===== config.mk =====
export PLATFORM = sky130hd
export DESIGN_NAME = tcc_timer_ctrl
export DESIGN_NICKNAME = d
export VERILOG_FILES = /design/src/core/tcc_pkg.sv /design/src/core/tcc_sticky_bits.sv /design/src/core/tcc_cmp_counter.sv /design/src/core/tcc_timer_ctrl.sv
export SDC_FILE = /design/constraint.sdc
export NUM_CORES = 1
export LEC_CHECK = 0
export BUFFER_PORTS_ARGS = -buffer_cell sky130_fd_sc_hd__buf_2
export CORE_MARGIN = 3
export CORE_UTILIZATION = 40
export DETAILED_ROUTE_END_ITERATION = 10
export GPL_TIMING_DRIVEN = 0
export PLACE_DENSITY_LB_ADDON = 0.25
export SETUP_SLACK_MARGIN = 0.05
export SLEW_MARGIN = 10
export SYNTH_ARGS = -nofsm -noshare
export SYNTH_HDL_FRONTEND = slang
export SYNTH_SLANG_ARGS = --single-unit

===== constraint.sdc =====
create_clock -name clock -period 2.2 [get_ports clock]
set_clock_uncertainty 0.1 [all_clocks]
set_input_delay 0.22 -clock clock [delete_from_list [all_inputs] [get_ports clock]]
set_output_delay 0.22 -clock clock [all_outputs]
set_load 0.005 [all_outputs]

===== src/core/tcc_pkg.sv =====
// Purpose: Shared constants and types of the timer count/interrupt control block
// Assumes: Byte-wide registers on a plain address/strobe port
// Notes:   Offsets index byte registers; unused bits of clock enable and of start[3:0] read back as written
package tcc_pkg;

    localparam int ADDR_W = 4;
    localparam int DATA_W = 8;
    localparam int CNT_W  = 16;

    // Register offsets
    localparam logic [ADDR_W-1:0] OFS_CLK_EN    = 4'h0;
    localparam logic [ADDR_W-1:0] OFS_START     = 4'h1;
    localparam logic [ADDR_W-1:0] OFS_MASK      = 4'h2;
    localparam logic [ADDR_W-1:0] OFS_REQ       = 4'h3;
    localparam logic [ADDR_W-1:0] OFS_PRIO_LO   = 4'h4;
    localparam logic [ADDR_W-1:0] OFS_PRIO_HI   = 4'h5;
    localparam logic [ADDR_W-1:0] OFS_GRA_LO    = 4'h6;
    localparam logic [ADDR_W-1:0] OFS_GRA_HI    = 4'h7;
    localparam logic [ADDR_W-1:0] OFS_STATUS    = 4'h8;
    localparam logic [ADDR_W-1:0] OFS_STAT_MASK = 4'h9;
    localparam logic [ADDR_W-1:0] OFS_CNT_LO    = 4'ha;
    localparam logic [ADDR_W-1:0] OFS_CNT_HI    = 4'hb;

    // Field positions
    localparam int BIT_CLK_EN   = 4;
    localparam int BIT_RUN      = 0;
    localparam int BIT_CONT     = 2;
    localparam int BIT_CH0      = 1;
    localparam int BIT_ST_MATCH = 0;
    localparam int BIT_ST_STOP  = 1;
    localparam int STAT_W       = 2;

    // Reset values and write masks
    localparam logic [DATA_W-1:0] RST_CLK_EN    = 8'h00;
    localparam logic [DATA_W-1:0] RST_START     = 8'h00;
    localparam logic [DATA_W-1:0] START_WMASK   = 8'h0f;
    localparam logic [DATA_W-1:0] RST_MASK      = 8'hff;
    localparam logic [DATA_W-1:0] RST_REQ       = 8'h00;
    localparam logic [DATA_W-1:0] RST_PRIO      = 8'hff;
    localparam logic [CNT_W-1:0]  RST_GRA       = 16'hffff;
    localparam logic [STAT_W-1:0] RST_STAT_MASK = 2'h0;

    // Request forwarded to the processor with its level
    typedef struct packed {
        logic       req;
        logic [1:0] prio;
    } tcc_irq_s;

endpackage


===== src/core/tcc_sticky_bits.sv =====
// Purpose: Vector of sticky flags, hardware set, software clear
// Assumes: Synchronous active-high reset
// Notes:   Set wins over clear in the same cycle
`timescale 1ns/1ps
module tcc_sticky_bits #(
    parameter int W = 2
) (
    // Clock and reset
    input  wire logic         clock,
    input  wire logic         reset,
    // Events and clears
    input  wire logic [W-1:0] set,
    input  wire logic [W-1:0] clear,
    // Flags
    output logic      [W-1:0] flags
);

    always_ff @(posedge clock) begin
        if (reset) begin
            flags <= '0;
        end else begin
            flags <= (flags & ~clear) | set;
        end
    end

endmodule


===== src/core/tcc_cmp_counter.sv =====
// Purpose: Up counter that clears on a compare match
// Assumes: Count source is the system clock gated by enable
// Notes:   Match is combinational and only valid while enabled
`timescale 1ns/1ps
module tcc_cmp_counter #(
    parameter int W = 16
) (
    // Clock and reset
    input  wire logic         clock,
    input  wire logic         reset,
    // Control
    input  wire logic         enable,
    input  wire logic [W-1:0] compare,
    // State
    output logic      [W-1:0] count,
    output logic              match
);

    assign match = enable && (count == compare);

    always_ff @(posedge clock) begin
        if (reset) begin
            count <= '0;
        end else if (match) begin
            count <= '0;
        end else if (enable) begin
            count <= count + 1'b1;
        end
    end

endmodule


===== src/core/tcc_timer_ctrl.sv =====
// Purpose: Timer channel 0 clock gate, run control, compare stop and interrupt control
// Assumes: Register port strobes are one cycle; read data valid the cycle after
// Notes:   Interrupt controller registers stay writable while the timer is gated
//
// What this block does
// - Supply bit 0 gates clock, blocks timer writes
// - Supply bit 0 holds timer in reset
// - Supply bit 1 clocks timer, allows access
// - Continue bit 0 stops counter on match
// - Continue bit 1 keeps counting after match
// - Start register bit 0 runs counter
// - Mask bit 1 blocks, 0 allows servicing
// - Request flag 1 while pending, else 0
// - Two priority bits form code, 00 highest
// - Code 11 lowest, 01 and 10 middle
// - Compare match raises channel 0 request
`timescale 1ns/1ps
module tcc_timer_ctrl
    import tcc_pkg::*;
#(
    parameter int CW = CNT_W
) (
    // Clock and reset
    input  wire logic              clock,
    input  wire logic              reset,
    // Register port
    input  wire logic [ADDR_W-1:0] regAddr,
    input  wire logic [DATA_W-1:0] regWriteData,
    input  wire logic              regWrite,
    input  wire logic              regRead,
    output logic      [DATA_W-1:0] regReadData,
    // Interrupts
    output logic                   irqLine,
    output tcc_irq_s               ch0TimerIrq,
    // Status
    output logic                   counterRunning
);

    logic [DATA_W-1:0] clockEnableReg;
    logic [DATA_W-1:0] startCtrl;
    logic [DATA_W-1:0] maskGroup;
    logic [DATA_W-1:0] reqGroup;
    logic [DATA_W-1:0] prioLow;
    logic [DATA_W-1:0] prioHigh;
    logic [CW-1:0]     graValue;
    logic [STAT_W-1:0] statMask;
    logic [STAT_W-1:0] status;
    logic [STAT_W-1:0] statSet;
    logic [STAT_W-1:0] statClear;
    logic [CW-1:0]     countValue;
    logic              cntMatch;
    logic              clockSupplyEn;
    logic              timerReset;
    logic              timerWrEn;
    logic              startWr;
    logic [DATA_W-1:0] next_readData;

    assign clockSupplyEn = clockEnableReg[BIT_CLK_EN];
    // Whole timer sits in reset while its clock is withheld
    assign timerReset    = reset || !clockSupplyEn;
    // Gated timer ignores writes; reads show reset values
    assign timerWrEn     = regWrite && clockSupplyEn;
    assign startWr       = timerWrEn && (regAddr == OFS_START);

    // Peripheral clock enable, always writable
    always_ff @(posedge clock) begin
        if (reset) begin
            clockEnableReg <= RST_CLK_EN;
        end else if (regWrite && regAddr == OFS_CLK_EN) begin
            clockEnableReg <= regWriteData;
        end
    end

    // Run flag and continue select; a software write beats a hardware stop
    always_ff @(posedge clock) begin
        if (timerReset) begin
            startCtrl <= RST_START;
        end else if (startWr) begin
            startCtrl <= regWriteData & START_WMASK;
        end else if (cntMatch && !startCtrl[BIT_CONT]) begin
            startCtrl[BIT_RUN] <= 1'b0;
        end
    end

    // Compare value
    always_ff @(posedge clock) begin
        if (timerReset) begin
            graValue <= RST_GRA;
        end else if (timerWrEn && regAddr == OFS_GRA_LO) begin
            graValue[7:0] <= regWriteData;
        end else if (timerWrEn && regAddr == OFS_GRA_HI) begin
            graValue[CW-1:8] <= regWriteData[CW-9:0];
        end
    end

    // Counter clocked only while supplied and running; clears on match
    tcc_cmp_counter #(
        .W(CW)
    ) u_counter (
        .clock  (clock),
        .reset  (timerReset),
        .enable (startCtrl[BIT_RUN]),
        .compare(graValue),
        .count  (countValue),
        .match  (cntMatch)
    );

    // Timer event status, write one to clear
    assign statSet   = {cntMatch && !startCtrl[BIT_CONT], cntMatch};
    assign statClear = (timerWrEn && regAddr == OFS_STATUS) ? regWriteData[STAT_W-1:0] : '0;

    tcc_sticky_bits #(
        .W(STAT_W)
    ) u_status (
        .clock(clock),
        .reset(timerReset),
        .set  (statSet),
        .clear(statClear),
        .flags(status)
    );

    always_ff @(posedge clock) begin
        if (timerReset) begin
            statMask <= RST_STAT_MASK;
        end else if (timerWrEn && regAddr == OFS_STAT_MASK) begin
            statMask <= regWriteData[STAT_W-1:0];
        end
    end

    // Interrupt controller group registers
    always_ff @(posedge clock) begin
        if (reset) begin
            maskGroup <= RST_MASK;
        end else if (regWrite && regAddr == OFS_MASK) begin
            maskGroup <= regWriteData;
        end
    end

    // Match sets the request even during a clearing write
    always_ff @(posedge clock) begin
        if (reset) begin
            reqGroup <= RST_REQ;
        end else begin
            if (regWrite && regAddr == OFS_REQ) begin
                reqGroup <= regWriteData;
            end
            if (cntMatch) begin
                reqGroup[BIT_CH0] <= 1'b1;
            end
        end
    end

    always_ff @(posedge clock) begin
        if (reset) begin
            prioLow  <= RST_PRIO;
            prioHigh <= RST_PRIO;
        end else if (regWrite && regAddr == OFS_PRIO_LO) begin
            prioLow  <= regWriteData;
        end else if (regWrite && regAddr == OFS_PRIO_HI) begin
            prioHigh <= regWriteData;
        end
    end

    // Read mux
    always_comb begin
        next_readData = '0;
        unique case (regAddr)
            OFS_CLK_EN:    next_readData = clockEnableReg;
            OFS_START:     next_readData = startCtrl;
            OFS_MASK:      next_readData = maskGroup;
            OFS_REQ:       next_readData = reqGroup;
            OFS_PRIO_LO:   next_readData = prioLow;
            OFS_PRIO_HI:   next_readData = prioHigh;
            OFS_GRA_LO:    next_readData = graValue[7:0];
            OFS_GRA_HI:    next_readData = graValue[CW-1:8];
            OFS_STATUS:    next_readData = {{(DATA_W-STAT_W){1'b0}}, status};
            OFS_STAT_MASK: next_readData = {{(DATA_W-STAT_W){1'b0}}, statMask};
            OFS_CNT_LO:    next_readData = countValue[7:0];
            OFS_CNT_HI:    next_readData = countValue[CW-1:8];
            default:       next_readData = '0;
        endcase
    end

    // Read data only in the cycle after the strobe
    always_ff @(posedge clock) begin
        if (reset) begin
            regReadData <= '0;
        end else if (regRead) begin
            regReadData <= next_readData;
        end else begin
            regReadData <= '0;
        end
    end

    // Outputs registered; one cycle behind the flags
    always_ff @(posedge clock) begin
        if (reset) begin
            irqLine <= 1'b0;
        end else begin
            irqLine <= |(status & statMask);
        end
    end

    always_ff @(posedge clock) begin
        if (reset) begin
            ch0TimerIrq <= '0;
        end else begin
            ch0TimerIrq.req  <= reqGroup[BIT_CH0] && !maskGroup[BIT_CH0];
            ch0TimerIrq.prio <= {prioHigh[BIT_CH0], prioLow[BIT_CH0]};
        end
    end

    always_ff @(posedge clock) begin
        if (timerReset) begin
            counterRunning <= 1'b0;
        end else begin
            counterRunning <= startCtrl[BIT_RUN];
        end
    end
endmodule


; Word level (Yosys, flattened, before mapping)
; Cells that the tools add are included.
[classes]
n_addsub = 1
mul = 0
n_div = 0
magnitude_cmp = 0
eq_ne = 12
n_shift = 0
n_mux = 6
bitwise_logic = 7
n_reduce_logical = 26
[op_table]
columns = cell, count
row1 = 8-bit case mux with 12 select lines, 1
row2 = 16-bit by 1-bit adder with 16-bit output (second input constant), 1
row3 = 16-bit == test, 1
row4 = 4-bit by 3-bit == test with 1-bit output (second input constant), 4
row5 = 4-bit == test (second input constant), 4
row6 = 1-bit logical AND, 14
row7 = 4-bit by 2-bit == test with 1-bit output (second input constant), 2
row8 = 2-bit OR reduction, 3
row9 = 2-bit AND, 2
row10 = 4-bit by 1-bit == test with 1-bit output (second input constant), 1
row11 = 4-bit logical NOT, 1
row12 = 2-bit 2-to-1 mux, 2
row13 = 2-bit AND reduction, 2
row14 = 2-bit nonzero test, 2
row15 = 1-bit logical NOT, 3
row16 = 1-bit 2-to-1 mux, 3
row17 = 1-bit inverter, 3
row18 = 2-bit inverter, 1
row19 = 2-bit bitwise OR, 1
row20 = 1-bit logical OR, 1
[totals]
ff_bits = 93
latchBits = 0
mem_bits_rw = 0
romBits = 0
inputBits = 16
word_cells = 70
n_memories = 0

; Depth between registers and ports, before layout
; Gate-level depths: netlist of run 1.
[depth]
depth_word = 6
ltp_mapped = 7

; By module
; From an unflattened synthesis of run 1, not the netlist that was laid out.
[hier_totals]
cells_unflattened = 509
area_unflattened_um2 = 4647.0
[by_module_without_submodules]
columns = module, n_inst, cells_each, area_per_inst_um2, seq_area_each_um2
row1 = tcc_timer_ctrl, 1, 393, 3563.4, 1501.4
row2 = tcc_cmp_counter, 1, 108, 1013.5, 320.3
row3 = tcc_sticky_bits, 1, 8, 70.1, 40.0

; Worst setup path after synthesis of run 1
; Ideal clock, no wire load.
[synth_path]
kind = register to register
start = reg u_counter.count[3]
end = reg u_counter.count[10]
setup_ps = 137
t_arrival_ps = 1272
t_required_ps = 1963
setup_slack_ps = 691
path_stages_with_launch = 7
n_path_buf = 2
period_less_slack_ps = 1509
cell_sequence = dfxtp_1 > buf_2 > xnor2_1 > nand4_1 > nor2_2 > buf_4 > a211oi_1
[synth_via]
elab_chain_len = 3
elab_cells_between_ends = 4
[synth_rtl]
columns = item, line_no
row1 = start: declaration, tcc_cmp_counter.sv:15  ; output logic [W-1:0] count,
row2 = start signal: assignment, tcc_cmp_counter.sv:27  ; count <= count + 1'b1;
row3 = "parallel branches: the longest is 3 deep, another holds 16-bit by 1-bit adder with 16-bit output", n/a
; Several ways; the timed one is not identified.
; A chain may end at the register's enable or synchronous reset.

; Worst setup path after layout of run 1
[layout_path]
start = reg u_counter.count[0]
end = reg u_counter.count[10]
; Same word-level chain as after synthesis.

==> results of run 1 <==
## per-stage QoR
stage	util, %	instances
final	47.2	703
after global routing	47.2	703
after CTS	47.2	703
after detailed placement	44.4	687
after global placement	44.4	687
after floorplan	-	523
## worst max-delay path, stage by stage (launching register included)
cell,delay [ps]
dfxtp_1,500
xnor2_1,170
nand4_1,160
nor2_2,430
buf_4,280
a211oi_1,90
## registers in the layout (all words and copies together), names as in the netlist
name / cells
regReadData: 8
u_status.flags: 2
graValue: 16
startCtrl: 4
prioLow: 8
maskGroup: 8
u_counter.count: 16
ch0TimerIrq: 3
irqLine: 1
counterRunning: 1
statMask: 2
prioHigh: 8
clockEnableReg: 8
reqGroup: 8
## metal layers
metal,up-vias,GRT usage [%],wire length [um]
met2,217,34.2,6430
met4,0,9.29,391
met3,28,4.51,1160
met5,-,0,0
met1,1955,30.9,6150
li1,1942,-,-
## logic make-up (layout without fill, tap and decap cells)
logic type | Yosys count | after routing | share of synthesized area, %
and+or+nand+nor | 211 | 211 | 24.4
AOI/OAI and AO/OA | 97 | 97 | 15.1
DFF | 93 | 93 | 40.2
buffers and inverters | 50 | 90 | 5.25
muxes | 40 | 40 | 8.85
xor gates and xnor gates | 31 | 31 | 5.87
adders and majority gates | 1 | 1 | 0.270
## report_power, final
| part | switching (W) | total, W | internal, W |
|---|---|---|---|
| Sequential | 0.00000895 | 0.00171 | 0.00170 |
| Clock | 0.000665 | 0.00158 | 0.000914 |
| Combinational | 0.000179 | 0.000270 | 0.0000912 |
| Total | 0.000853 | 0.00356 | 0.00271 |
## how the worst max path moves through the flow
stage | startpoint | end | slack (ps) | cells past startpoint
floorplan | u_counter.count[3] | u_counter.count[10] | 690 | 6
global placement | regAddr[0] | clockEnableReg[6] | 360 | 7
detailed placement | u_counter.count[0] | u_counter.count[10] | 340 | 5
CTS | u_counter.count[0] | u_counter.count[10] | 330 | 5
global route | u_counter.count[0] | u_counter.count[10] | 230 | 5
finish | u_counter.count[0] | u_counter.count[10] | 330 | 5
## layout make-up
type / count / area [um2]
fill: 1117 / 5850
multi-input combinational: 380 / 2520
sequential: 93 / 1860
clock buffer: 11 / 243
buffer: 43 / 216
tap: 140 / 175
timing repair buffer: 24 / 120
clock inverter: 5 / 60.1
inverter: 7 / 26.3
## placed cells by master (no fill, tap or decap), types with 4 or more instances in the layout
| cell type | count |
|---|---|
| a22oi_1 | 4 |
| nor3_1 | 8 |
| and3_1 | 4 |
| nor2b_1 | 9 |
| xnor2_1 | 28 |
| o211ai_1 | 6 |
| mux2i_1 | 33 |
| a211oi_2 | 4 |
| nand3b_1 | 7 |
| nand4_1 | 9 |
| nand2_1 | 80 |
| a211oi_1 | 12 |
| a22o_1 | 6 |
| clkbuf_1 | 14 |
| a221oi_1 | 4 |
| mux2_2 | 7 |
| nor2_1 | 17 |
| buf_4 | 5 |
| inv_1 | 6 |
| buf_2 | 46 |
| dfxtp_1 | 93 |
| clkbuf_16 | 9 |
| nand3_1 | 42 |
| o21ai_0 | 13 |
| a21oi_1 | 21 |
| nor4_2 | 4 |
==> out/results.tsv, run 1 <==
metric	value	unit
synth_seq_area_share	40.2	%
clock-root-buffer	clkbuf_16	
drt-total-wl	14100	um
hpwl	10100	um
reg2reg_depth	5	
die_h	114	um
gp_congestion	0.991	
dpl_cell_area	0.00492	mm2
critPathKind	register to register	
core_area	0.0111	mm2
overflow	0	
syn_to_final_growth	12.9	%
leakage	1.97	nW
groute.usage.overall	22.4	%
r2r-end	u_counter.count[10]	
required	2300	ps
layout.nets	575	
cts.repair.resized	0	
std_cell_rows	38	
relSlewSlack	56.5	%
synth_flop_cell	dfxtp_1	
worstHoldPathType	input port to register	
rr_startpoint	u_counter.count[0]	
num_antenna_cells	0	
synth_top_area_cell	dfxtp_1	
status	finished clean	
worst-slew-pin-transition	653	ps
finalPower	0.00356	W
pin_count	29	
min_from	regWriteData[7]	
ys_seq_elements	93	
finalCriticalPeriod	1870	ps
end_kind	register	
remaining_drc_errors	0	
dr_total_vias	4142	
critPathArrivalTime	1970	ps
worstSkewPairLatency	340	ps
fmax	535	MHz
antenna_found_initial	0	
p_per_area	681	mW/mm2
first_pass_iters	5	
initial_utilization	41.8	%
htreeDepth	3	
hold_end	graValue[7]	
yosysWarnings	0	
r2r_slack	330	ps
drv_slew	0	
grt_max_degree	16	
netlist_instances	523	
ys_types	70	
ant_nets	0	
die_w	114	um
post-cts-setup-buffer-count	0	
cts_hold_buf	0	
yosys.cell_count.top_type	dfxtp_1	
syn-num-nets	540	
yosys.area.top_type_share	40.2	%
synth_edf_count	0	
dieArea	0.0129	mm2
drive_gt1_share	17.4	%
pre_cts_slack	340	ps
cts_tree	done	
route.detailed.wl_per_inst	20.1	um
setup_tns	0	ps
port-buffer-count	24	
vias_per_cell	5.89	
ir_drop	0.516	mV
syn-cell-area	0.00463	mm2
clockBufferDepth	2	
final_cell_area	0.00522	mm2
whs_path_depth	3	
grt_pass1_vias	3950	
syn_avg_cell_area	8.84	um2
rsz0062_at_grt	false	
cts.clk_slew.worst_paths	70	ps
cts_buffers	9	
clkSinkCount	93	
grt_pass1_wl	22300	um
finalHoldViolCount	0	
hold_ws	124	ps
maxCapViolCount	0	
drt_iter0_drc	416	
setup_slack	332	ps
ys_async_sr_fraction	0	%
synth_common_cells	dfxtp_1 (93), nand2_1 (80), nand3_1 (42)	
worst-path-max-fanout	10	
setup_viol	0	
timing.final.crit_share	84.9	%
synthTopCellsByArea	dfxtp_1 (40%), mux2i_1 (7.1%), nand2_1 (6.5%)	
start_kind	register	
Power figures use the tool's default switching activity.
==> run 2, diff against run 1 <==
==> constraint.sdc (replaced) <==
create_clock -name clock -period 1.95 [get_ports clock]
set_clock_uncertainty 0.1 [all_clocks]
set_input_delay 0.195 -clock clock [delete_from_list [all_inputs] [get_ports clock]]
set_output_delay 0.195 -clock clock [all_outputs]
set_load 0.005 [all_outputs]
==> run 2 against run 1 <==
Effect of this change:
- clock power is 13% higher
- sequential share of layout area about the same
- clock-buffer cell count is the same
- global-route usage unchanged
- routed wire length down 0.39%
- combinational power increased by 13%
- setup slack worse by 160 ps
- critical endpoint is now u_counter.count[14]
==> out/results.tsv, run 2 (synthesized netlist as in run 1, its figures left out) <==
metric	value	unit	change
gp_congestion	0.991		unchanged
leakage	1.98	nW	+0.19%
remaining_drc_errors	0		unchanged
whs_path_depth	3		unchanged
p_per_area	767	mW/mm2	+13%
overflow	0		unchanged
drive_gt1_share	17.6	%	+0.18 points
maxCapViolCount	0		unchanged
dr_total_vias	4159		+0.41%
fmax	563	MHz	+5.2%
first_pass_iters	5		unchanged
setup_tns	0	ps	unchanged
drt_iter0_drc	422		+1.4%
critPathArrivalTime	1900	ps	-70 ps
grt-busiest-layer	met2		
worstHoldPathType	input port to register		
dieArea	0.0129	mm2	unchanged
cts.repair.resized	0		unchanged
ant_nets	0		unchanged
setup_slack	173	ps	-158 ps
layout_commonest_cell	dfxtp_1		
clockBufferDepth	2		unchanged
syn_to_final_growth	13.1	%	
dpl_cell_area	0.00492	mm2	unchanged
finalPower	0.00401	W	+13%
pin_count	29		unchanged
use_met1	30.9	%	unchanged
die_w	114	um	unchanged
pre_cts_slack	90.0	ps	-250 ps
cts_tree	done		
post-cts-setup-buffer-count	0		unchanged
finalHoldViolCount	0		unchanged
ir_drop	0.575	mV	+11%
reg2reg_depth	5		unchanged
critPathKind	register to register		
initial_utilization	41.8	%	unchanged
num_antenna_cells	0		unchanged
htreeDepth	3		unchanged
antenna_found_initial	0		unchanged
groute.usage.overall	22.4	%	unchanged
clock-root-buffer	clkbuf_16		
worst-slew-pin-transition	644	ps	-8.93 ps
core_area	0.0111	mm2	unchanged
clkSinkCount	93		unchanged
hpwl	10100	um	unchanged
grt_pass1_vias	3950		unchanged
setup_viol	0		unchanged
start_kind	register		
cts_buffers	9		unchanged
relSlewSlack	57.1	%	+0.60 points
final_cell_area	0.00523	mm2	+0.12%
rsz0062_at_grt	false		
worstSkewPairLatency	350	ps	about the same
grt_pass1_wl	22300	um	unchanged
end_kind	register		
vias_per_cell	5.92		+0.41%
die_h	114	um	unchanged
finalCriticalPeriod	1780	ps	-91.9 ps
port-buffer-count	24		unchanged
layout.nets	575		unchanged
grt_use_met2	34.2	%	unchanged
largestRegisters	graValue x16, u_counter.count x16		
final_cell_mix	dfxtp_1 (93), nand2_1 (80), buf_2 (46)		
hold_ws	100	ps	-23.8 ps
cts_hold_buf	0		unchanged
gr-usage-met3	4.51	%	unchanged
timing.final.crit_share	91.1	%	+6.2 points
required	2080	ps	-220 ps
drt-total-wl	14100	um	-0.39%
std_cell_rows	38		unchanged
cts.clk_slew.worst_paths	70	ps	about the same
route.detailed.wl_per_inst	20.0	um	-0.39%
grt_max_degree	16		unchanged
worst-path-max-fanout	5		-5
status	finished clean		
drv_slew	0		unchanged
## run 2: changes by cell type in the layout (fill, tap and decap cells not counted)
| cell | delta |
|---|---|
| clkbuf_1 | -1 |
| clkbuf_2 | +1 |
| nor2_4 | +1 |
| nor2_2 | -1 |
## run 2: worst paths after layout
path                                             to               start  slack [ps]
worst min-delay path                    graValue[7]     regWriteData[7]         100
worst min register to register       ch0TimerIrq[2]        maskGroup[1]         360
worst max register to register  u_counter.count[14]  u_counter.count[0]         170
worst max-delay path            u_counter.count[14]  u_counter.count[0]         170
## run 2: stage by stage
stage	std cells	util, %
2_1_floorplan	523	-
3_3_place_gp	687	44.4
3_5_place_dp	687	44.4
4_1_cts	703	47.2
5_1_grt	703	47.2
6_report	703	47.2
## run 2: area by class of cell
cell class                      instances  area (um2)
Clock buffer                           11         243
Buffer                                 43         218
Inverter                                7        26.3
Sequential cell                        93        1860
Multi-Input combinational cell        380        2530
Fill cell                            1116        5850
Timing Repair Buffer                   24         120
Clock inverter                          5        60.1
Tap cell                              140         175
## run 2: layer usage
layer / vias to the layer above / wire (um)
met3: 43 / 1160
li1: 1946 / -
met4: 0 / 488
met2: 214 / 6320
met5: - / 0
met1: 1956 / 6110
## run 2: worst max-delay path: stages (launching register included)
cell and delay, ps:
dfxtp_1 500, ha_1 270, nand3_2 180, nor4_2 370, xnor2_1 190, a211oi_2 50
## run 2: report_power, final
group          internal, W  switching, W
logic             0.000103      0.000201
registers          0.00192     0.0000103
clock network      0.00103      0.000747
==> run 3, diff against run 2 <==
--- a/config.mk
+++ b/config.mk
@@ -6,7 +6,6 @@
 export NUM_CORES = 1
 export LEC_CHECK = 0
 export BUFFER_PORTS_ARGS = -buffer_cell sky130_fd_sc_hd__buf_2
-export CORE_MARGIN = 3
 export CORE_UTILIZATION = 40
 export DETAILED_ROUTE_END_ITERATION = 10
 export GPL_TIMING_DRIVEN = 0
@@ -15,4 +14,5 @@
 export SLEW_MARGIN = 10
 export SYNTH_ARGS = -nofsm -noshare
 export SYNTH_HDL_FRONTEND = slang
+export SYNTH_HIERARCHICAL = 1
 export SYNTH_SLANG_ARGS = --single-unit
==> run 3 against run 2 <==
Effect of this change:
- clock power barely moved
- synthesized cell count is 2.7% lower
- register-to-register slack lost 150 ps
- sequential share of layout area fell by 0.58 points
- critical path depth up 5
- via count decreased by 4.2%
- die area is 6.5% lower
- combinational power down 3%
- maximum frequency decreased by 7.7%
- total power is 0.14% higher
- sequential cell count is the same
- non-clock buffer count up 6
- critical path type unchanged
- critical endpoint is now startCtrl[0]
- largest cell class unchanged
- highest routed layer unchanged
==> out/results.tsv, run 3 <==
metric	value	unit	change
overflow	0		unchanged
die_w	110	um	-3.3%
status	finished clean		
layout.nets	570		-0.87%
dieArea	0.0121	mm2	-6.5%
drt-total-wl	14100	um	about the same
cts.clk_slew.worst_paths	60	ps	about the same
vias_per_cell	5.72		-3.4%
initial_utilization	41.9	%	+0.19 points
clockBufferDepth	2		unchanged
timing.final.crit_share	98.7	%	+7.6 points
end_kind	register		
fill_cells	1091		-2.2%
yosys.area_share.simple	22.3	%	-2.1 points
die_h	110	um	-3.3%
drt_iter0_drc	335		-21%
leakage	2.14	nW	+8.5%
finalCriticalPeriod	1930	ps	+149 ps
synth_common_cells	dfxtp_1 (93), nand2_1 (55), nor2_1 (41)		
reg2reg_depth	10		+5
gp_congestion	0.919		-7.2%
std_cell_rows	38		unchanged
synth_top_area_cell	dfxtp_1		
synth_compound_area_share	14.5	%	-0.66 points
synth_seq_area_share	40.1	%	-0.18 points
route.detailed.wl_per_inst	20.2	um	+0.85%
layout_commonest_cell	dfxtp_1		
worst-path-max-fanout	3		-2
synth_fa_ha_area_share	0.269	%	-0.0012 points
placed_cells	673		-2.0%
hpwl	10100	um	+0.26%
ir_drop	0.529	mV	-7.9%
fmax	519	MHz	-7.7%
yosys.cell_count.top_type	dfxtp_1		
first_pass_iters	5		unchanged
syn_avg_cell_area	9.13	um2	+3.2%
syn_to_final_growth	16.3	%	
worstSkewPairLatency	350	ps	about the same
grt_pass1_vias	3817		-3.4%
port-buffer-count	24		unchanged
drv_slew	0		unchanged
cts_tree	done		
syn-num-nets	526		-2.6%
drive_gt1_share	23.0	%	+5.4 points
synthTopCellsByArea	dfxtp_1 (40%), mux2i_1 (8.4%), xnor2_1 (5.1%)		
antenna_found_initial	0		unchanged
required	2090	ps	about the same
cts_hold_buf	0		unchanged
ant_nets	0		unchanged
rsz0062_at_grt	true		
maxCapViolCount	0		unchanged
finalHoldViolCount	0		unchanged
ff_latch_area	0.00189	mm2	+1.6%
ys_async_sr_fraction	0	%	unchanged
ys_types	63		-10%
ys_seq_elements	93		unchanged
start_kind	register		
pin_count	29		unchanged
largestRegisters	graValue x16, u_counter/count x16		
synth-xor-area-share	6.00	%	+0.13 points
clock-root-buffer	clkbuf_16		
cts_buffers	9		unchanged
syn-cell-area	0.00465	mm2	+0.46%
yosys.area.top_type_share	40.1	%	-0.18 points
relSlewSlack	57.2	%	+0.14 points
synth.area.mux_share	10.6	%	+1.7 points
synth_top_family_by_area	simple AND/OR/NAND/NOR gates		
critPathKind	register to register		
groute.usage.overall	25.1	%	+2.7 points
hold_ws	62.6	ps	-37.7 ps
p_per_area	744	mW/mm2	-3.1%
final_cell_mix	dfxtp_1 (75), nand2_1 (55), nor2_1 (41)		
instances_no_fill	697		-0.85%
core_area	0.0111	mm2	unchanged
synth_edf_count	0		unchanged
multi_input_area	0.00252	mm2	about the same
htreeDepth	3		unchanged
clkSinkCount	93		unchanged
netlist_instances	509		-2.7%
grt_pass1_wl	21900	um	-1.6%
setup_viol	0		unchanged
yosysWarnings	6		+6
worst-slew-pin-transition	642	ps	-2.09 ps
remaining_drc_errors	0		unchanged
synth_flop_cell	dfxtp_1		
grt_max_degree	15		-1
dr_total_vias	3984		-4.2%
critPathArrivalTime	2070	ps	+170 ps
worstHoldPathType	input port to register		
whs_path_depth	3		unchanged
num_antenna_cells	0		unchanged
## run 3: layout make-up
type	instances	share of cell area (%)
repair buffers	34	3.61
clock buffers	11	4.68
flip-flops and latches	93	35.0
multi-input cells	359	46.7
clock inverters	4	0.880
inverters	17	1.18
plain buffers	39	4.68
well taps	140	3.24
## run 3: final timing paths
| check | from | endpoint | slack, ps |
|---|---|---|---|
| hold / removal | regWriteData[5] | prioHigh[5] | 60 |
| setup reg to reg | u_counter/count[10] | startCtrl[0] | 20 |
| setup / recovery | u_counter/count[10] | startCtrl[0] | 20 |
| hold reg to reg | prioHigh[4] | prioHigh[4] | 370 |
## run 3: kinds of logic (layout without fill, tap and decap cells)
family	count (synthesis)	count (layout)
DFF	93	93
and+or+nand+nor	191	191
buffers and inverters	57	105
adders and majority gates	1	1
muxes	47	47
xor gates and xnor gates	31	31
AOI/OAI and AO/OA	89	89
## run 3: what timing repair did
action / 4_1_cts / 5_1_grt
setup endpoints to repair: 17 / 14
pin swaps: 6 / 1
gates resized for setup: 30 / 2
setup buffers: 8 / 2
## run 3: worst max-delay path: stages, from the launching register on
cell     delay (ps)
dfxtp_2         320
buf_6           120
xnor2_2         130
nand4_1         160
nor4_4          350
buf_6           150
and2_4          140
inv_2            50
o21ai_1         110
mux2_4          150
nor2_1           30
## run 3: metal layers
layer,vias to the layer above,share of wire (%),global-route usage (%)
met1,1916,48,35.1
met2,135,45,37.9
met5,-,0,0
met3,34,5.1,3.91
met4,0,2.8,10.8
li1,1899,-,-
## run 3: through the flow
step	total power [W]	cell area, um2	util [%]	worst slack [ps]	setup TNS (ps)
2_1_floorplan	0.00216	4670	-	-42.1	-42.1
3_3_place_gp	0.00227	4970	44.9	-331	-3820
3_5_place_dp	0.00227	4970	44.9	-382	-4150
4_1_cts	0.00405	5390	48.6	46.6	0
5_1_grt	0.00414	5400	48.8	-64.9	-79.0
6_report	0.00402	5400	48.8	24.5	0
## run 3: where the power goes
part	leakage, nW	switching, W	internal (W)	total (W)
Clock	0.147	0.000739	0.00105	0.00179
Sequential	0.758	0.0000127	0.00192	0.00193
Combinational	1.24	0.000187	0.000109	0.000296
